`src/hdl/usart_consts.vh`:
```
// Purpose: constants of the serial port control block
// Assumes: byte addresses on an 8-bit AHB-Lite address
// Notes: definitions only
`ifndef USART_CONSTS_VH
`define USART_CONSTS_VH

// ****************************************
// register byte addresses
// ****************************************
`define ADDR_RX_CTRL 8'h18
`define ADDR_TX_DATA 8'h1C
`define ADDR_RX_DATA 8'h20
`define ADDR_PORT_DIR 8'h24
`define ADDR_INT_STATUS 8'h28
`define ADDR_INT_MASK 8'h2C
`define ADDR_TX_CTRL 8'h98
`define ADDR_BAUD_DIV 8'h9C

// ****************************************
// transmit control fields
// ****************************************
`define TX_CLK_SRC 7
`define TX_WIDTH 6
`define TX_ENABLE 5
`define TX_SYNC 4
`define TX_HIGH_SPEED 2
`define TX_SHIFT_EMPTY 1
`define TX_NINTH 0

// ****************************************
// receive control fields
// ****************************************
`define RX_PORT_EN 7
`define RX_WIDTH 6
`define RX_SINGLE 5
`define RX_CONT 4
`define RX_ADDR_DET 3
`define RX_FRAME_ERR 2
`define RX_OVERRUN 1
`define RX_NINTH 0

// ****************************************
// interrupt status fields and resets
// ****************************************
`define INT_RX_LOADED 0
`define INT_TX_TAKEN 1
`define INT_FRAME 2
`define INT_OVERRUN 3
`define PORT_DIR_RESET 8'hFF
`define BAUD_DIV_RESET 8'h00

// ****************************************
// baud ticks per bit
// ****************************************
`define BIT_TICKS_LOW 7'h40
`define BIT_TICKS_HIGH 7'h10
`define BIT_TICKS_SYNC 7'h04

`endif

```
`src/hdl/usart_control.v`:
```
// Purpose: serial port control, status and baud generation behind AHB-Lite
// Assumes: all inputs synchronous to MCLK; whole-word single transfers
// Notes: pin outputs are registered, so they lag internal state by one clock
//
// Notes on behaviour
// - pins act as serial pins only with port enable and both direction bits set.
// - in synchronous mode clock source 1 means master clocking, 0 means slave.
// - transmit width bit selects nine-bit frames; ninth bit from its own bit.
// - mode select bit 1 gives synchronous, 0 asynchronous operation.
// - high speed bit picks divide by 16 versus 64, asynchronous only.
// - shift register empty status is read only and resets to one.
// - synchronous receive enables override transmit enable.
// - single receive starts one master reception; hardware clears it after.
// - continuous receive runs until cleared or an overrun stops it; overrides single receive.
// - nine-bit async address detect accepts only characters with ninth bit set.
// - framing error is read only, updated when a character loads the buffer.
// - overrun error clears only by clearing continuous receive.
// - receive width bit selects nine-bit reception; ninth bit shown in status.
// - baud generator is a free running 8-bit timer, period divisor plus one.
// - writing the divisor clears the baud timer at once.
// - async low speed bit rate is clock over 64 times divisor plus one.
// - async high speed bit rate is clock over 16 times divisor plus one.
// - master shift clock is clock over 4 times divisor plus one.
`timescale 1ns/1ps
`include "usart_consts.vh"

module usart_control (
    input wire MCLK,
    input wire NRST,
    input wire HSEL,
    input wire [7:0] HADDR,
    input wire [1:0] HTRANS,
    input wire HWRITE,
    input wire HREADY,
    input wire [31:0] HWDATA,
    output reg [31:0] HRDATA,
    output reg HREADYOUT,
    output reg HRESP,
    input wire CK_I,
    output reg CK_O,
    output reg CK_OE,
    input wire DT_I,
    output reg DT_O,
    output reg DT_OE,
    output reg IRQ
);

// ****************************************
// state
// ****************************************
reg clock_source_select, tx_width_select, tx_enable, sync_mode, high_speed_select;
reg tx_ninth_bit;
reg serial_port_enable, rx_width_select, single_receive_enable;
reg continuous_receive_enable, address_detect_enable;
reg framing_error_flag, overrun_error_flag, rx_ninth_bit;
reg [7:0] baud_divisor;
reg [7:0] portb_direction;
reg [7:0] brg_cnt;
reg [7:0] tx_hold;
reg tx_full;
reg [7:0] receive_data_register;
reg rx_full;
reg [3:0] int_status;
reg [3:0] int_mask;
reg [10:0] transmit_shift_register;
reg [3:0] tx_left;
reg [5:0] tx_tick;
reg [10:0] receive_shift_register;
reg [3:0] rx_left;
reg [5:0] rx_tick;
reg ck_gen, ck_ph, ck_prev;
reg wr_pend, rd_pend;
reg [7:0] wr_addr, rd_addr;

// ****************************************
// modes and timing
// ****************************************
wire pins_on = serial_port_enable & portb_direction[2] & portb_direction[1];
wire master = sync_mode & clock_source_select;
wire brg_tick = (brg_cnt == baud_divisor);
// bit time in baud ticks; high speed bit has no say in synchronous mode
wire [6:0] nbit = sync_mode ? `BIT_TICKS_SYNC :
    (high_speed_select ? `BIT_TICKS_HIGH : `BIT_TICKS_LOW);
wire [5:0] last_tick = nbit[5:0] - 6'h01;
// single receive only counts for a synchronous master
wire rx_en = sync_mode ? (continuous_receive_enable | (single_receive_enable & master)) :
    continuous_receive_enable;
wire tx_allowed = tx_enable & ~(sync_mode & rx_en);
wire rx_on = pins_on & rx_en & ~overrun_error_flag;
wire tx_busy = (tx_left != 4'h0);

// serial clock edges: own generator as master, pin edges as slave
wire gen_rise = brg_tick & ck_ph & ~ck_gen;
wire gen_fall = brg_tick & ck_ph & ck_gen;
wire sclk_rise = master ? gen_rise : (CK_I & ~ck_prev);
wire sclk_fall = master ? gen_fall : (~CK_I & ck_prev);
wire sclk_run = master & pins_on & ((tx_busy & tx_allowed) | rx_on);

wire tx_step = sync_mode ? sclk_fall : (brg_tick & (tx_tick == last_tick));
wire rx_samp = sync_mode ? sclk_rise : (brg_tick & (rx_tick == last_tick));
wire tx_go = pins_on & tx_allowed & tx_full & ~tx_busy;
wire [3:0] rx_total = sync_mode ? (rx_width_select ? 4'h9 : 4'h8) :
    (rx_width_select ? 4'hB : 4'hA);
wire rx_busy = (rx_left != 4'h0);
wire rx_last = rx_on & rx_busy & rx_samp & (rx_left == 4'h1);
// a high start sample is line noise, not a character
wire false_start = ~sync_mode & rx_busy & rx_samp & (rx_left == rx_total) & DT_I;
wire [10:0] frame = {DT_I, receive_shift_register[10:1]};

// ****************************************
// bus decode
// ****************************************
wire bus_take = HSEL & HTRANS[1] & HREADY;
wire rd_rx = rd_pend & (rd_addr == `ADDR_RX_DATA);

reg [7:0] rx_data;
reg rx_n9, rx_fe;
always @* begin
    rx_data = frame[9:2];
    rx_n9 = 1'b0;
    rx_fe = 1'b0;
    case ({sync_mode, rx_width_select})
        2'b01: begin
            rx_data = frame[8:1];
            rx_n9 = frame[9];
            rx_fe = ~frame[10];
        end
        2'b00: begin
            rx_fe = ~frame[10];
        end
        2'b11: begin
            rx_n9 = frame[10];
        end
        2'b10: begin
            rx_data = frame[10:3];
        end
        default: begin
            rx_data = frame[9:2];
        end
    endcase
end

// address detect drops characters with a clear ninth bit
wire accept = rx_last & ~(~sync_mode & rx_width_select & address_detect_enable & ~rx_n9);
wire loadable = ~rx_full | rd_rx;
wire rx_ev = accept & loadable;
wire ov_ev = accept & ~loadable;
wire [3:0] events = {ov_ev, rx_ev & rx_fe, tx_go, rx_ev};

reg [7:0] rd_mux;
always @* begin
    case (rd_addr)
        `ADDR_TX_CTRL: rd_mux = {clock_source_select, tx_width_select, tx_enable,
            sync_mode, 1'b0, high_speed_select, ~tx_busy, tx_ninth_bit};
        `ADDR_RX_CTRL: rd_mux = {serial_port_enable, rx_width_select,
            single_receive_enable, continuous_receive_enable, address_detect_enable,
            framing_error_flag, overrun_error_flag, rx_ninth_bit};
        `ADDR_BAUD_DIV: rd_mux = baud_divisor;
        `ADDR_TX_DATA: rd_mux = tx_hold;
        `ADDR_RX_DATA: rd_mux = receive_data_register;
        `ADDR_PORT_DIR: rd_mux = portb_direction;
        `ADDR_INT_STATUS: rd_mux = {4'h0, int_status};
        `ADDR_INT_MASK: rd_mux = {4'h0, int_mask};
        default: rd_mux = 8'h00;
    endcase
end

// ****************************************
// bus slave and registers
// ****************************************
always @(posedge MCLK) begin
    if (!NRST) begin
        HRDATA <= 32'h00000000;
        HREADYOUT <= 1'b1;
        HRESP <= 1'b0;
        wr_pend <= 1'b0;
        rd_pend <= 1'b0;
        wr_addr <= 8'h00;
        rd_addr <= 8'h00;
        clock_source_select <= 1'b0;
        tx_width_select <= 1'b0;
        tx_enable <= 1'b0;
        sync_mode <= 1'b0;
        high_speed_select <= 1'b0;
        tx_ninth_bit <= 1'b0;
        serial_port_enable <= 1'b0;
        rx_width_select <= 1'b0;
        single_receive_enable <= 1'b0;
        continuous_receive_enable <= 1'b0;
        address_detect_enable <= 1'b0;
        baud_divisor <= `BAUD_DIV_RESET;
        portb_direction <= `PORT_DIR_RESET;
        tx_hold <= 8'h00;
        tx_full <= 1'b0;
        int_mask <= 4'h0;
        int_status <= 4'h0;
    end else begin
        HRESP <= 1'b0;
        wr_pend <= bus_take & HWRITE;
        rd_pend <= bus_take & ~HWRITE;
        if (bus_take) begin
            wr_addr <= HADDR;
            rd_addr <= HADDR;
        end
        // reads take one wait state so a write just before is visible
        if (bus_take & ~HWRITE) begin
            HREADYOUT <= 1'b0;
        end else begin
            HREADYOUT <= 1'b1;
        end
        if (rd_pend) begin
            HRDATA <= {24'h000000, rd_mux};
        end
        if (tx_go) begin
            tx_full <= 1'b0;
        end
        if (wr_pend) begin
            case (wr_addr)
                `ADDR_TX_CTRL: begin
                    clock_source_select <= HWDATA[`TX_CLK_SRC];
                    tx_width_select <= HWDATA[`TX_WIDTH];
                    tx_enable <= HWDATA[`TX_ENABLE];
                    sync_mode <= HWDATA[`TX_SYNC];
                    high_speed_select <= HWDATA[`TX_HIGH_SPEED];
                    tx_ninth_bit <= HWDATA[`TX_NINTH];
                end
                `ADDR_RX_CTRL: begin
                    serial_port_enable <= HWDATA[`RX_PORT_EN];
                    rx_width_select <= HWDATA[`RX_WIDTH];
                    single_receive_enable <= HWDATA[`RX_SINGLE];
                    continuous_receive_enable <= HWDATA[`RX_CONT];
                    address_detect_enable <= HWDATA[`RX_ADDR_DET];
                end
                `ADDR_BAUD_DIV: baud_divisor <= HWDATA[7:0];
                `ADDR_PORT_DIR: portb_direction <= HWDATA[7:0];
                `ADDR_INT_MASK: int_mask <= HWDATA[3:0];
                `ADDR_TX_DATA: begin
                    // a full holding register drops the new byte
                    if (!tx_full | tx_go) begin
                        tx_hold <= HWDATA[7:0];
                        tx_full <= 1'b1;
                    end
                end
                default: begin
                end
            endcase
        end
        // hardware clear follows the software write in the same cycle
        if (rx_last & master) begin
            single_receive_enable <= 1'b0;
        end
        // set wins over the write-one clear
        if (wr_pend & (wr_addr == `ADDR_INT_STATUS)) begin
            int_status <= (int_status & ~HWDATA[3:0]) | events;
        end else begin
            int_status <= int_status | events;
        end
    end
end

// ****************************************
// baud generator
// ****************************************
always @(posedge MCLK) begin
    if (!NRST) begin
        brg_cnt <= 8'h00;
    end else if (wr_pend & (wr_addr == `ADDR_BAUD_DIV)) begin
        brg_cnt <= 8'h00;
    end else if (brg_tick) begin
        brg_cnt <= 8'h00;
    end else begin
        brg_cnt <= brg_cnt + 8'h01;
    end
end

// ****************************************
// serial clock
// ****************************************
always @(posedge MCLK) begin
    if (!NRST) begin
        ck_gen <= 1'b0;
        ck_ph <= 1'b0;
        ck_prev <= 1'b0;
    end else begin
        ck_prev <= CK_I;
        // a started clock always finishes back low
        if (brg_tick & (sclk_run | ck_gen)) begin
            ck_ph <= ~ck_ph;
            if (ck_ph) begin
                ck_gen <= ~ck_gen;
            end
        end else if (!sclk_run & !ck_gen) begin
            ck_ph <= 1'b0;
        end
    end
end

// ****************************************
// transmitter
// ****************************************
always @(posedge MCLK) begin
    if (!NRST) begin
        transmit_shift_register <= 11'h7FF;
        tx_left <= 4'h0;
        tx_tick <= 6'h00;
    end else if (!pins_on) begin
        tx_left <= 4'h0;
        transmit_shift_register <= 11'h7FF;
    end else if (tx_go) begin
        tx_tick <= 6'h00;
        if (sync_mode) begin
            transmit_shift_register <= {2'b11, tx_ninth_bit, tx_hold};
            tx_left <= tx_width_select ? 4'h9 : 4'h8;
        end else begin
            transmit_shift_register <= {1'b1, tx_width_select ? tx_ninth_bit : 1'b1,
                tx_hold, 1'b0};
            tx_left <= tx_width_select ? 4'hB : 4'hA;
        end
    end else if (tx_busy) begin
        if (!sync_mode & brg_tick) begin
            tx_tick <= (tx_tick == last_tick) ? 6'h00 : tx_tick + 6'h01;
        end
        if (tx_step & (tx_allowed | ~sync_mode)) begin
            transmit_shift_register <= {1'b1, transmit_shift_register[10:1]};
            tx_left <= tx_left - 4'h1;
        end
    end
end

// ****************************************
// receiver
// ****************************************
always @(posedge MCLK) begin
    if (!NRST) begin
        receive_shift_register <= 11'h000;
        rx_left <= 4'h0;
        rx_tick <= 6'h00;
        receive_data_register <= 8'h00;
        rx_full <= 1'b0;
        framing_error_flag <= 1'b0;
        overrun_error_flag <= 1'b0;
        rx_ninth_bit <= 1'b0;
    end else begin
        if (!continuous_receive_enable) begin
            overrun_error_flag <= 1'b0;
        end else if (ov_ev) begin
            overrun_error_flag <= 1'b1;
        end
        if (rd_rx) begin
            rx_full <= 1'b0;
        end
        if (rx_ev) begin
            receive_data_register <= rx_data;
            rx_full <= 1'b1;
            rx_ninth_bit <= rx_n9;
            framing_error_flag <= rx_fe;
        end
        if (!rx_on | false_start | rx_last) begin
            rx_left <= 4'h0;
        end else if (!rx_busy) begin
            // async waits for a low start bit; sync starts at once
            if (sync_mode | ~DT_I) begin
                rx_left <= rx_total;
                rx_tick <= nbit[6:1];
            end
        end else begin
            if (!sync_mode & brg_tick) begin
                rx_tick <= (rx_tick == last_tick) ? 6'h00 : rx_tick + 6'h01;
            end
            if (rx_samp) begin
                receive_shift_register <= frame;
                rx_left <= rx_left - 4'h1;
            end
        end
    end
end

// ****************************************
// pins and interrupt
// ****************************************
always @(posedge MCLK) begin
    if (!NRST) begin
        CK_O <= 1'b1;
        CK_OE <= 1'b0;
        DT_O <= 1'b1;
        DT_OE <= 1'b0;
        IRQ <= 1'b0;
    end else begin
        CK_OE <= pins_on & (~sync_mode | master);
        CK_O <= sync_mode ? ck_gen : (tx_busy ? transmit_shift_register[0] : 1'b1);
        DT_OE <= pins_on & sync_mode & tx_busy & tx_allowed;
        DT_O <= transmit_shift_register[0];
        IRQ <= |(int_status & int_mask);
    end
end

endmodule // usart_control

```
`config.mk`:
```
export PLATFORM = sky130hd
export DESIGN_NAME = usart_control
export DESIGN_NICKNAME = d
export VERILOG_FILES = /design/src/hdl/usart_control.v
export VERILOG_INCLUDE_DIRS = /design/src /design/src/hdl
export SDC_FILE = /design/constraint.sdc
export NUM_CORES = 1
export LEC_CHECK = 0
export BUFFER_PORTS_ARGS = -buffer_cell sky130_fd_sc_hd__buf_2
export CORE_MARGIN = 4
export CORE_UTILIZATION = 45
export DETAILED_ROUTE_END_ITERATION = 10
export SLEW_MARGIN = 20
export SYNTH_ARGS = -nofsm -noshare
export SYNTH_HDL_FRONTEND = slang
export SYNTH_SLANG_ARGS = --single-unit
```
`constraint.sdc`:
```
create_clock -name MCLK -period 3.95 [get_ports MCLK]
set_input_delay 0.79 -clock MCLK [delete_from_list [all_inputs] [get_ports MCLK]]
set_output_delay 0.79 -clock MCLK [all_outputs]
set_load 0.005 [all_outputs]
```
==> qor.log, run 1 <==
qor: routing.drtPass1Iterations 5
qor: flow_run.maxcap_viol_count 0
qor: synth.synthDominantCellAreaShare 0.383
qor: layout.drive_above_1_share 0.117
qor: floorplan.num_io_pins 88
qor: placement.placement.io_buffers 37
qor: clock_network.cts.root.buffer_cell clkbuf_16
qor: global_routing.first_global_vias 5808
qor: synth.post_synth_main_area_contributors dfxtp_1 (38%), mux2i_1 (7.8%), nand2_1 (5.4%)
qor: critical_path.critical_path.endpoint_type flop
qor: floorplan.fp.dieH 131 µm
qor: clock_network.cts-hold-fix-buffers 0
qor: synth.asyncSetResetFlopFracSynth 0
qor: timing.totalNegativeSetupSlack 0 ps
qor: global_routing.grt.total_usage 0.218
qor: timing.report.final.slew_viol_count 0
qor: timing.setup_viol_count_final 0
qor: global_routing.globalRouteOverflowTotal 0
qor: power.vdd_drop_max 0.324 mV
qor: layout.diodes 0
qor: routing.drt_first_iter_violations 550
qor: routing.detail-route-antenna-nets 0
qor: timing.setup_repair_after_global_routing_missed_its_margin false
qor: global_routing.grt_start_max_net_pins 47
qor: critical_path.cp.arrival 3140 ps
qor: routing.wl_per_cell 17.7 µm
qor: routing.route.detailed.vias_per_inst 5.93
qor: floorplan.coreArea 14600 µm²
qor: floorplan.total_die_area 17100 µm²
qor: timing.clock.fmax 358 MHz
qor: global_routing.grt_antenna_before_repair 0
qor: clock_network.h_tree_depth 4
qor: power.combinationalPowerShare 0.026
qor: global_routing.gr-usage-met2 0.339
qor: global_routing.groute.layer.met3.usage 0.0634
qor: synth.post_synth_inst_count 813
qor: synth.number_of_synthesized_register_bits 130
qor: synth.post-synth-top-area-cell dfxtp_1
qor: critical_path.critical_path_class reg -> reg
qor: routing.drc_violation_count_after_routing 0
qor: timing.fin_crit_sh 0.707
qor: routing.vias 6075
qor: clock_network.cts_max_path_buffers 2
qor: global_routing.routing_usage_on_met1 0.286
qor: placement.gp_routability_congestion 0.857
qor: critical_path.path_max_fanout 12
qor: clock_network.clk-insertion-delay-late 430 ps
qor: clock_network.clk_pin_slew_worst_paths 60 ps
qor: critical_path.reg2reg_slack 1160 ps
qor: timing.timing.max_slew.rel_slack 0.423
qor: placement.detailed_place_hpwl 13100 µm
qor: timing.worst_slew_pin_slew 860 ps
qor: timing.final_period_minus_worst_setup_slack 2790 ps
qor: synth.synth_enable_flop_cells 0
qor: critical_path.crit_required 4300 ps
qor: min_path.hold_path.class reg -> reg
qor: synth.synthMostInstantiatedCell dfxtp_1
qor: layout.fin_area 7550 µm²
qor: power.report.power.total 2.96 mW
qor: timing.finalClockSkew 7.40 ps
qor: global_routing.grt_first_pass_wirelength 29400 µm
qor: layout.nNetsFinal 888
qor: synth.post_synth.cell_area_avg 8.36 µm²
qor: floorplan.placementRows 44
qor: power.power.share.switching 0.223
qor: power.pwr-share-clk 0.527
qor: power.static-leakage-power 2.69 nW
qor: routing.final_wl 18200 µm
qor: synth.yosys-top-cells-count dfxtp_1 (130), nand2_1 (97), a21oi_1 (72)
qor: synth.synth-seq-area-share 0.383
qor: floorplan.die_width 131 µm
qor: synth.synth_top_flop_cell dfxtp_1
qor: clock_network.cts_setup_buffers 0
qor: clock_network.tritoncts_clock_tree yes
qor: layout.layout-area-overhead-vs-synth 11.0%
qor: power.power_density 392 nW/µm²
qor: synth.synth.cell_area 6800 µm²
qor: run_status.status finished, final reports clean
qor: clock_network.post_cts.resized_instances 0
qor: synth.synth_cell_types 81
qor: layout.num-fill-cells 1373
qor: global_routing.grt-busiest-layer met2
qor: floorplan.floorplan.initialDensity 0.464
qor: critical_path.crit_path_start_kind flop
qor: power.seqPwrFrac 0.447
qor: synth.synth-warning-count 0
qor: power.switchingPower 0.661 mW
qor: clock_network.clkSinkCount 130
qor: clock_network.cts_inserted_buffers 17
qor: power.p_int 2.30 mW
qor: timing.final_hold_viol_count 0
qor: placement.placedInstanceArea 6960 µm²
-- layout make-up --
class / count / area [µm²] / share of cell area
clock buffer: 20 / 457 / 0.0605
clock inverter: 12 / 133 / 0.0176
inverter: 14 / 52.6 / 0.00696
multi-input combinational: 618 / 3810 / 0.505
sequential: 130 / 2600 / 0.345
tap: 184 / 230 / 0.0305
timing repair buffer: 47 / 260 / 0.0345
-- logic make-up (layout without fill, tap and decap cells) --
group / Yosys count / in the layout / share of synthesized area
AO/OA/AOI/OAI: 183 / 183 / 0.180
XOR/XNOR: 19 / 19 / 0.0245
adder cells (fa/ha/maj): 11 / 11 / 0.0202
buffers and inverters: 89 / 93 / 0.0707
flip-flops: 130 / 130 / 0.383
multiplexers: 55 / 55 / 0.0814
other: 1 / 25 / 0.000552
AND/OR/NAND/NOR: 325 / 325 / 0.240
-- critical path: stages (launching register included) --
cell and delay [ps]:
dfxtp_1 470, or4b_1 550, or2_2 330, nor2_1 660, a222oi_1 280, a21o_1 260, a21oi_1 160
-- power groups by stage --
stage	Combinational [mW]	Sequential, mW	Clock [mW]
6_report	0.0775	1.32	1.56
5_1_grt	0.0855	1.32	1.64
4_1_cts	0.0758	1.32	1.58
2_1_floorplan	0.0659	1.35	0
3_3_place_gp	0.0745	1.35	0
3_5_place_dp	0.0756	1.35	0
-- worst paths after layout --
path	from	cells after the start	to
max reg2reg	rd_addr[3]	6	HRDATA[5]
min	HRDATA[7]	2	HRDATA[7]
min reg2reg	HRDATA[7]	2	HRDATA[7]
max	rd_addr[3]	6	HRDATA[5]
-- per-stage QoR --
step / hold WS (ps) / std cells / util / worst slack (ps)
5_1_grt: 490 / 1025 / 0.515 / 872
3_3_place_gp: 451 / 993 / 0.475 / 852
6_report: 465 / 1025 / 0.515 / 1160
2_1_floorplan: 428 / 837 / - / 1460
4_1_cts: 471 / 1025 / 0.515 / 1150
3_5_place_dp: 455 / 993 / 0.475 / 828
-- registers in the layout, summed over array words and instances, names as in the netlist, 4 cells and up --
signal / flops
int_status: 4
tx_hold: 8
receive_shift_register: 9
brg_cnt: 8
tx_left: 4
receive_data_register: 8
rx_tick: 6
rx_left: 4
portb_direction: 8
transmit_shift_register: 10
rd_addr: 8
tx_tick: 6
baud_divisor: 8
HRDATA: 8
int_mask: 4
-- layer usage --
metal | wire length [µm] | part of all wire | vias up
li1 | - | - | 2925
met1 | 8160 | 0.45 | 2884
met2 | 8330 | 0.46 | 229
met3 | 1230 | 0.067 | 37
met4 | 463 | 0.025 | 0
met5 | 0 | 0 | -
-- cells in the final DEF, fill, tap and decap left out, types with 13 or more instances in the layout --
cell       synthesis  routed
clkbuf_16          0      17
or3_1             16      16
mux2i_1           53      53
conb_1             1      25
a21oi_1           72      72
nand2_1           97      97
a31oi_1           17      17
buf_2              9      37
nor3_1            15      15
nand2b_1          14      14
nand3_1           54      54
a22oi_1           13      13
dfxtp_1          130     130
nor2_1            71      71
Note: power is estimated with default switching activity, not from simulation.
==> inputs of run 2 (changes only) <==
clock period = 2.7 ns   (was 3.95 ns; I/O delays follow)
==> run 2 against run 1 <==
Net effect:
- worst hold slack lost 150 ps
- sequential power grew 46%
- clock power grew 53%
- utilization grew 1.4 points
- final area grew 2.8%
- global-route usage grew 0.41 points
- maximum frequency grew 13%
- critical path depth grew 1
- flip-flop and latch count is the same
- via count grew 1.2%
==> qor.log, run 2 (same netlist as run 1, synthesis figures left out) <==
qor: run_status.status finished, final reports clean
qor: layout.reg.largest.list transmit_shift_register x10, receive_shift_register x9
qor: floorplan.num_io_pins 88 [unchanged]
qor: routing.detail-route-antenna-nets 0 [unchanged]
qor: floorplan.total_die_area 17100 µm² [unchanged]
qor: global_routing.grt_first_pass_wirelength 30100 µm [+2.3%]
qor: floorplan.fp.dieH 131 µm [unchanged]
qor: global_routing.grt_start_max_net_pins 38 [-19%]
qor: timing.totalNegativeSetupSlack 0 ps [unchanged]
qor: layout.diodes 0 [unchanged]
qor: global_routing.grt_antenna_before_repair 0 [unchanged]
qor: timing.worst_slew_pin_slew 628 ps [-232 ps]
qor: timing.final_hold_viol_count 0 [unchanged]
qor: layout.largest_reg_flops 10 [unchanged]
qor: timing.hold-worst-slack 320 ps [-145 ps]
qor: layout.fin_area 7760 µm² [+2.8%]
qor: layout.nNetsFinal 910 [+2.5%]
qor: power.switchingPower 1.01 mW [+52%]
qor: critical_path.critical-path-max-stage-delay 650 ps [about the same]
qor: placement.detailed_place_hpwl 13400 µm [+2.7%]
qor: clock_network.clk-insertion-delay-late 420 ps [about the same]
qor: layout.layout-area-overhead-vs-synth 14.1%
qor: placement.placement.io_buffers 37 [unchanged]
qor: routing.drt_first_iter_violations 656 [+19%]
qor: clock_network.h_tree_depth 4 [unchanged]
qor: power.static-leakage-power 2.81 nW [+4.4%]
qor: global_routing.grt.total_usage 0.222 [+0.00411]
qor: floorplan.placementRows 44 [unchanged]
qor: global_routing.globalRouteOverflowTotal 0 [unchanged]
qor: layout.regMostFlops transmit_shift_register
qor: routing.route.detailed.vias_per_inst 5.87 [-0.89%]
qor: power.power.share.switching 0.227 [+0.00394]
qor: timing.report.final.slew_viol_count 0 [unchanged]
qor: clock_network.clkSinkCount 130 [unchanged]
qor: clock_network.post_cts.resized_instances 0 [unchanged]
qor: power.power_density 572 nW/µm² [+46%]
qor: layout.post_layout_nonfiller_instances 1047 [+2.1%]
qor: clock_network.cts-hold-fix-buffers 0 [unchanged]
qor: timing.timing.max_slew.rel_slack 0.578 [+0.155]
qor: timing.fin_ws 228 ps [-930 ps]
qor: critical_path.critical_path.endpoint_type flop
qor: clock_network.cts_setup_buffers 0 [unchanged]
qor: critical_path.crit_required 2990 ps [-1310 ps]
qor: clock_network.tritoncts_clock_tree yes
qor: clock_network.cts_max_path_buffers 2 [unchanged]
qor: timing.finalClockSkew 5.75 ps [-1.65 ps]
qor: critical_path.crit_path_start_kind flop
qor: critical_path.timing.critical_path.cells inv_1 > ha_1 > or3b_1 > a22o_1 > or4b_2 > a31oi_1 > a211oi_1
qor: routing.drc_violation_count_after_routing 0 [unchanged]
qor: placement.gp_routability_congestion 0.893 [+4.2%]
qor: critical_path.cp.arrival 2770 ps [-370 ps]
qor: placement.pre_cts_ws 107 ps [-722 ps]
qor: floorplan.floorplan.initialDensity 0.464 [unchanged]
qor: clock_network.cts_inserted_buffers 17 [unchanged]
qor: min_path.hold_path.class in -> reg
qor: power.vdd_drop_max 0.465 mV [+43%]
qor: placement.placedInstanceArea 7150 µm² [+2.7%]
qor: critical_path.path_max_fanout 10 [-2]
qor: critical_path.critical_path_class reg -> reg
qor: timing.setup_repair_after_global_routing_missed_its_margin false
qor: timing.fin_crit_sh 0.916 [+0.209]
qor: global_routing.first_global_vias 5954 [+2.5%]
qor: power.p_int 3.43 mW [+49%]
qor: power.pwr-share-clk 0.537 [+0.010]
qor: layout.mostFrequentLayoutCell dfxtp_1
qor: flow_run.maxcap_viol_count 0 [unchanged]
qor: routing.drtPass1Iterations 8 [+3]
qor: critical_path.timing.critical_path.buf_inv 1 [+1]
qor: clock_network.clk_pin_slew_worst_paths 60 ps [about the same]
qor: floorplan.coreArea 14600 µm² [unchanged]
qor: layout.layout.cells.most_common_list dfxtp_1 (130), nand2_1 (97), a21oi_1 (72)
qor: timing.setup_viol_count_final 0 [unchanged]
qor: routing.wl_per_cell 17.7 µm [-0.31%]
qor: routing.vias 6150 [+1.2%]
qor: power.combinationalPowerShare 0.027 [about the same]
qor: critical_path.critPathSlowestCell or4b_2
qor: clock_network.cts.root.buffer_cell clkbuf_16
qor: power.seqPwrFrac 0.435 [-0.012]
qor: critical_path.critical-path-top-delay-family simple AND/OR/NAND/NOR gates
qor: floorplan.die_width 131 µm [unchanged]
qor: timing.final_period_minus_worst_setup_slack 2470 ps [-320 ps]
qor: placement.placedCellCount 1015 [+2.2%]
qor: routing.final_wl 18500 µm [+1.8%]
qor: timing.clock.fmax 405 MHz [+13%]
qor: layout.drive_above_1_share 0.139 [+0.0225]
## run 2: changes by cell type in the layout (fill, tap and decap cells not counted)
cell / delta
bufinv_16: +1
buf_4: +20
inv_6: +2
clkinv_4: -1
clkbuf_8: -2
inv_8: +1
buf_12: +2
clkinv_2: -2
clkinvlp_4: +1
## run 2: cell type report
| type | count | area [µm²] |
|---|---|---|
| well taps | 184 | 230 |
| fillers | 1387 | 6890 |
| multi-input cells | 618 | 3810 |
| clock buffers | 18 | 429 |
| clock inverters | 14 | 180 |
| inverters | 14 | 52.6 |
| flip-flops and latches | 130 | 2600 |
| repair buffers | 69 | 450 |
## run 2: per-layer routing
| layer | share of wire | vias up | wire length, µm | GRT usage |
|---|---|---|---|---|
| met5 | 0 | - | 0 | 0 |
| met3 | 0.059 | 38 | 1100 | 0.0476 |
| met1 | 0.45 | 2919 | 8280 | 0.290 |
| li1 | - | 2966 | - | - |
| met2 | 0.47 | 227 | 8720 | 0.364 |
| met4 | 0.022 | 0 | 410 | 0.0774 |
## run 2: power by group through the flow
stage	logic, mW	registers [mW]	clock network, mW
after global routing	0.133	1.93	2.50
after detailed placement	0.119	1.97	0
after floorplan	0.0964	1.97	0
after global placement	0.116	1.97	0
final	0.121	1.93	2.38
after CTS	0.119	1.93	2.42
## run 2: worst paths after layout
check | startpoint | to | slack (ps) | cells past startpoint
setup / recovery | rx_left[0] | rx_tick[1] | 230 | 7
hold / removal | HWRITE | rd_pend | 320 | 2
setup reg to reg | rx_left[0] | rx_tick[1] | 230 | 7
hold reg to reg | HRDATA[6] | HRDATA[6] | 470 | 2
## run 2: stage by stage
step / power [mW] / utilization
floorplan: 2.07 / -
global placement: 2.09 / 0.488
detailed placement: 2.09 / 0.488
CTS: 4.47 / 0.530
global route: 4.56 / 0.530
finish: 4.44 / 0.530
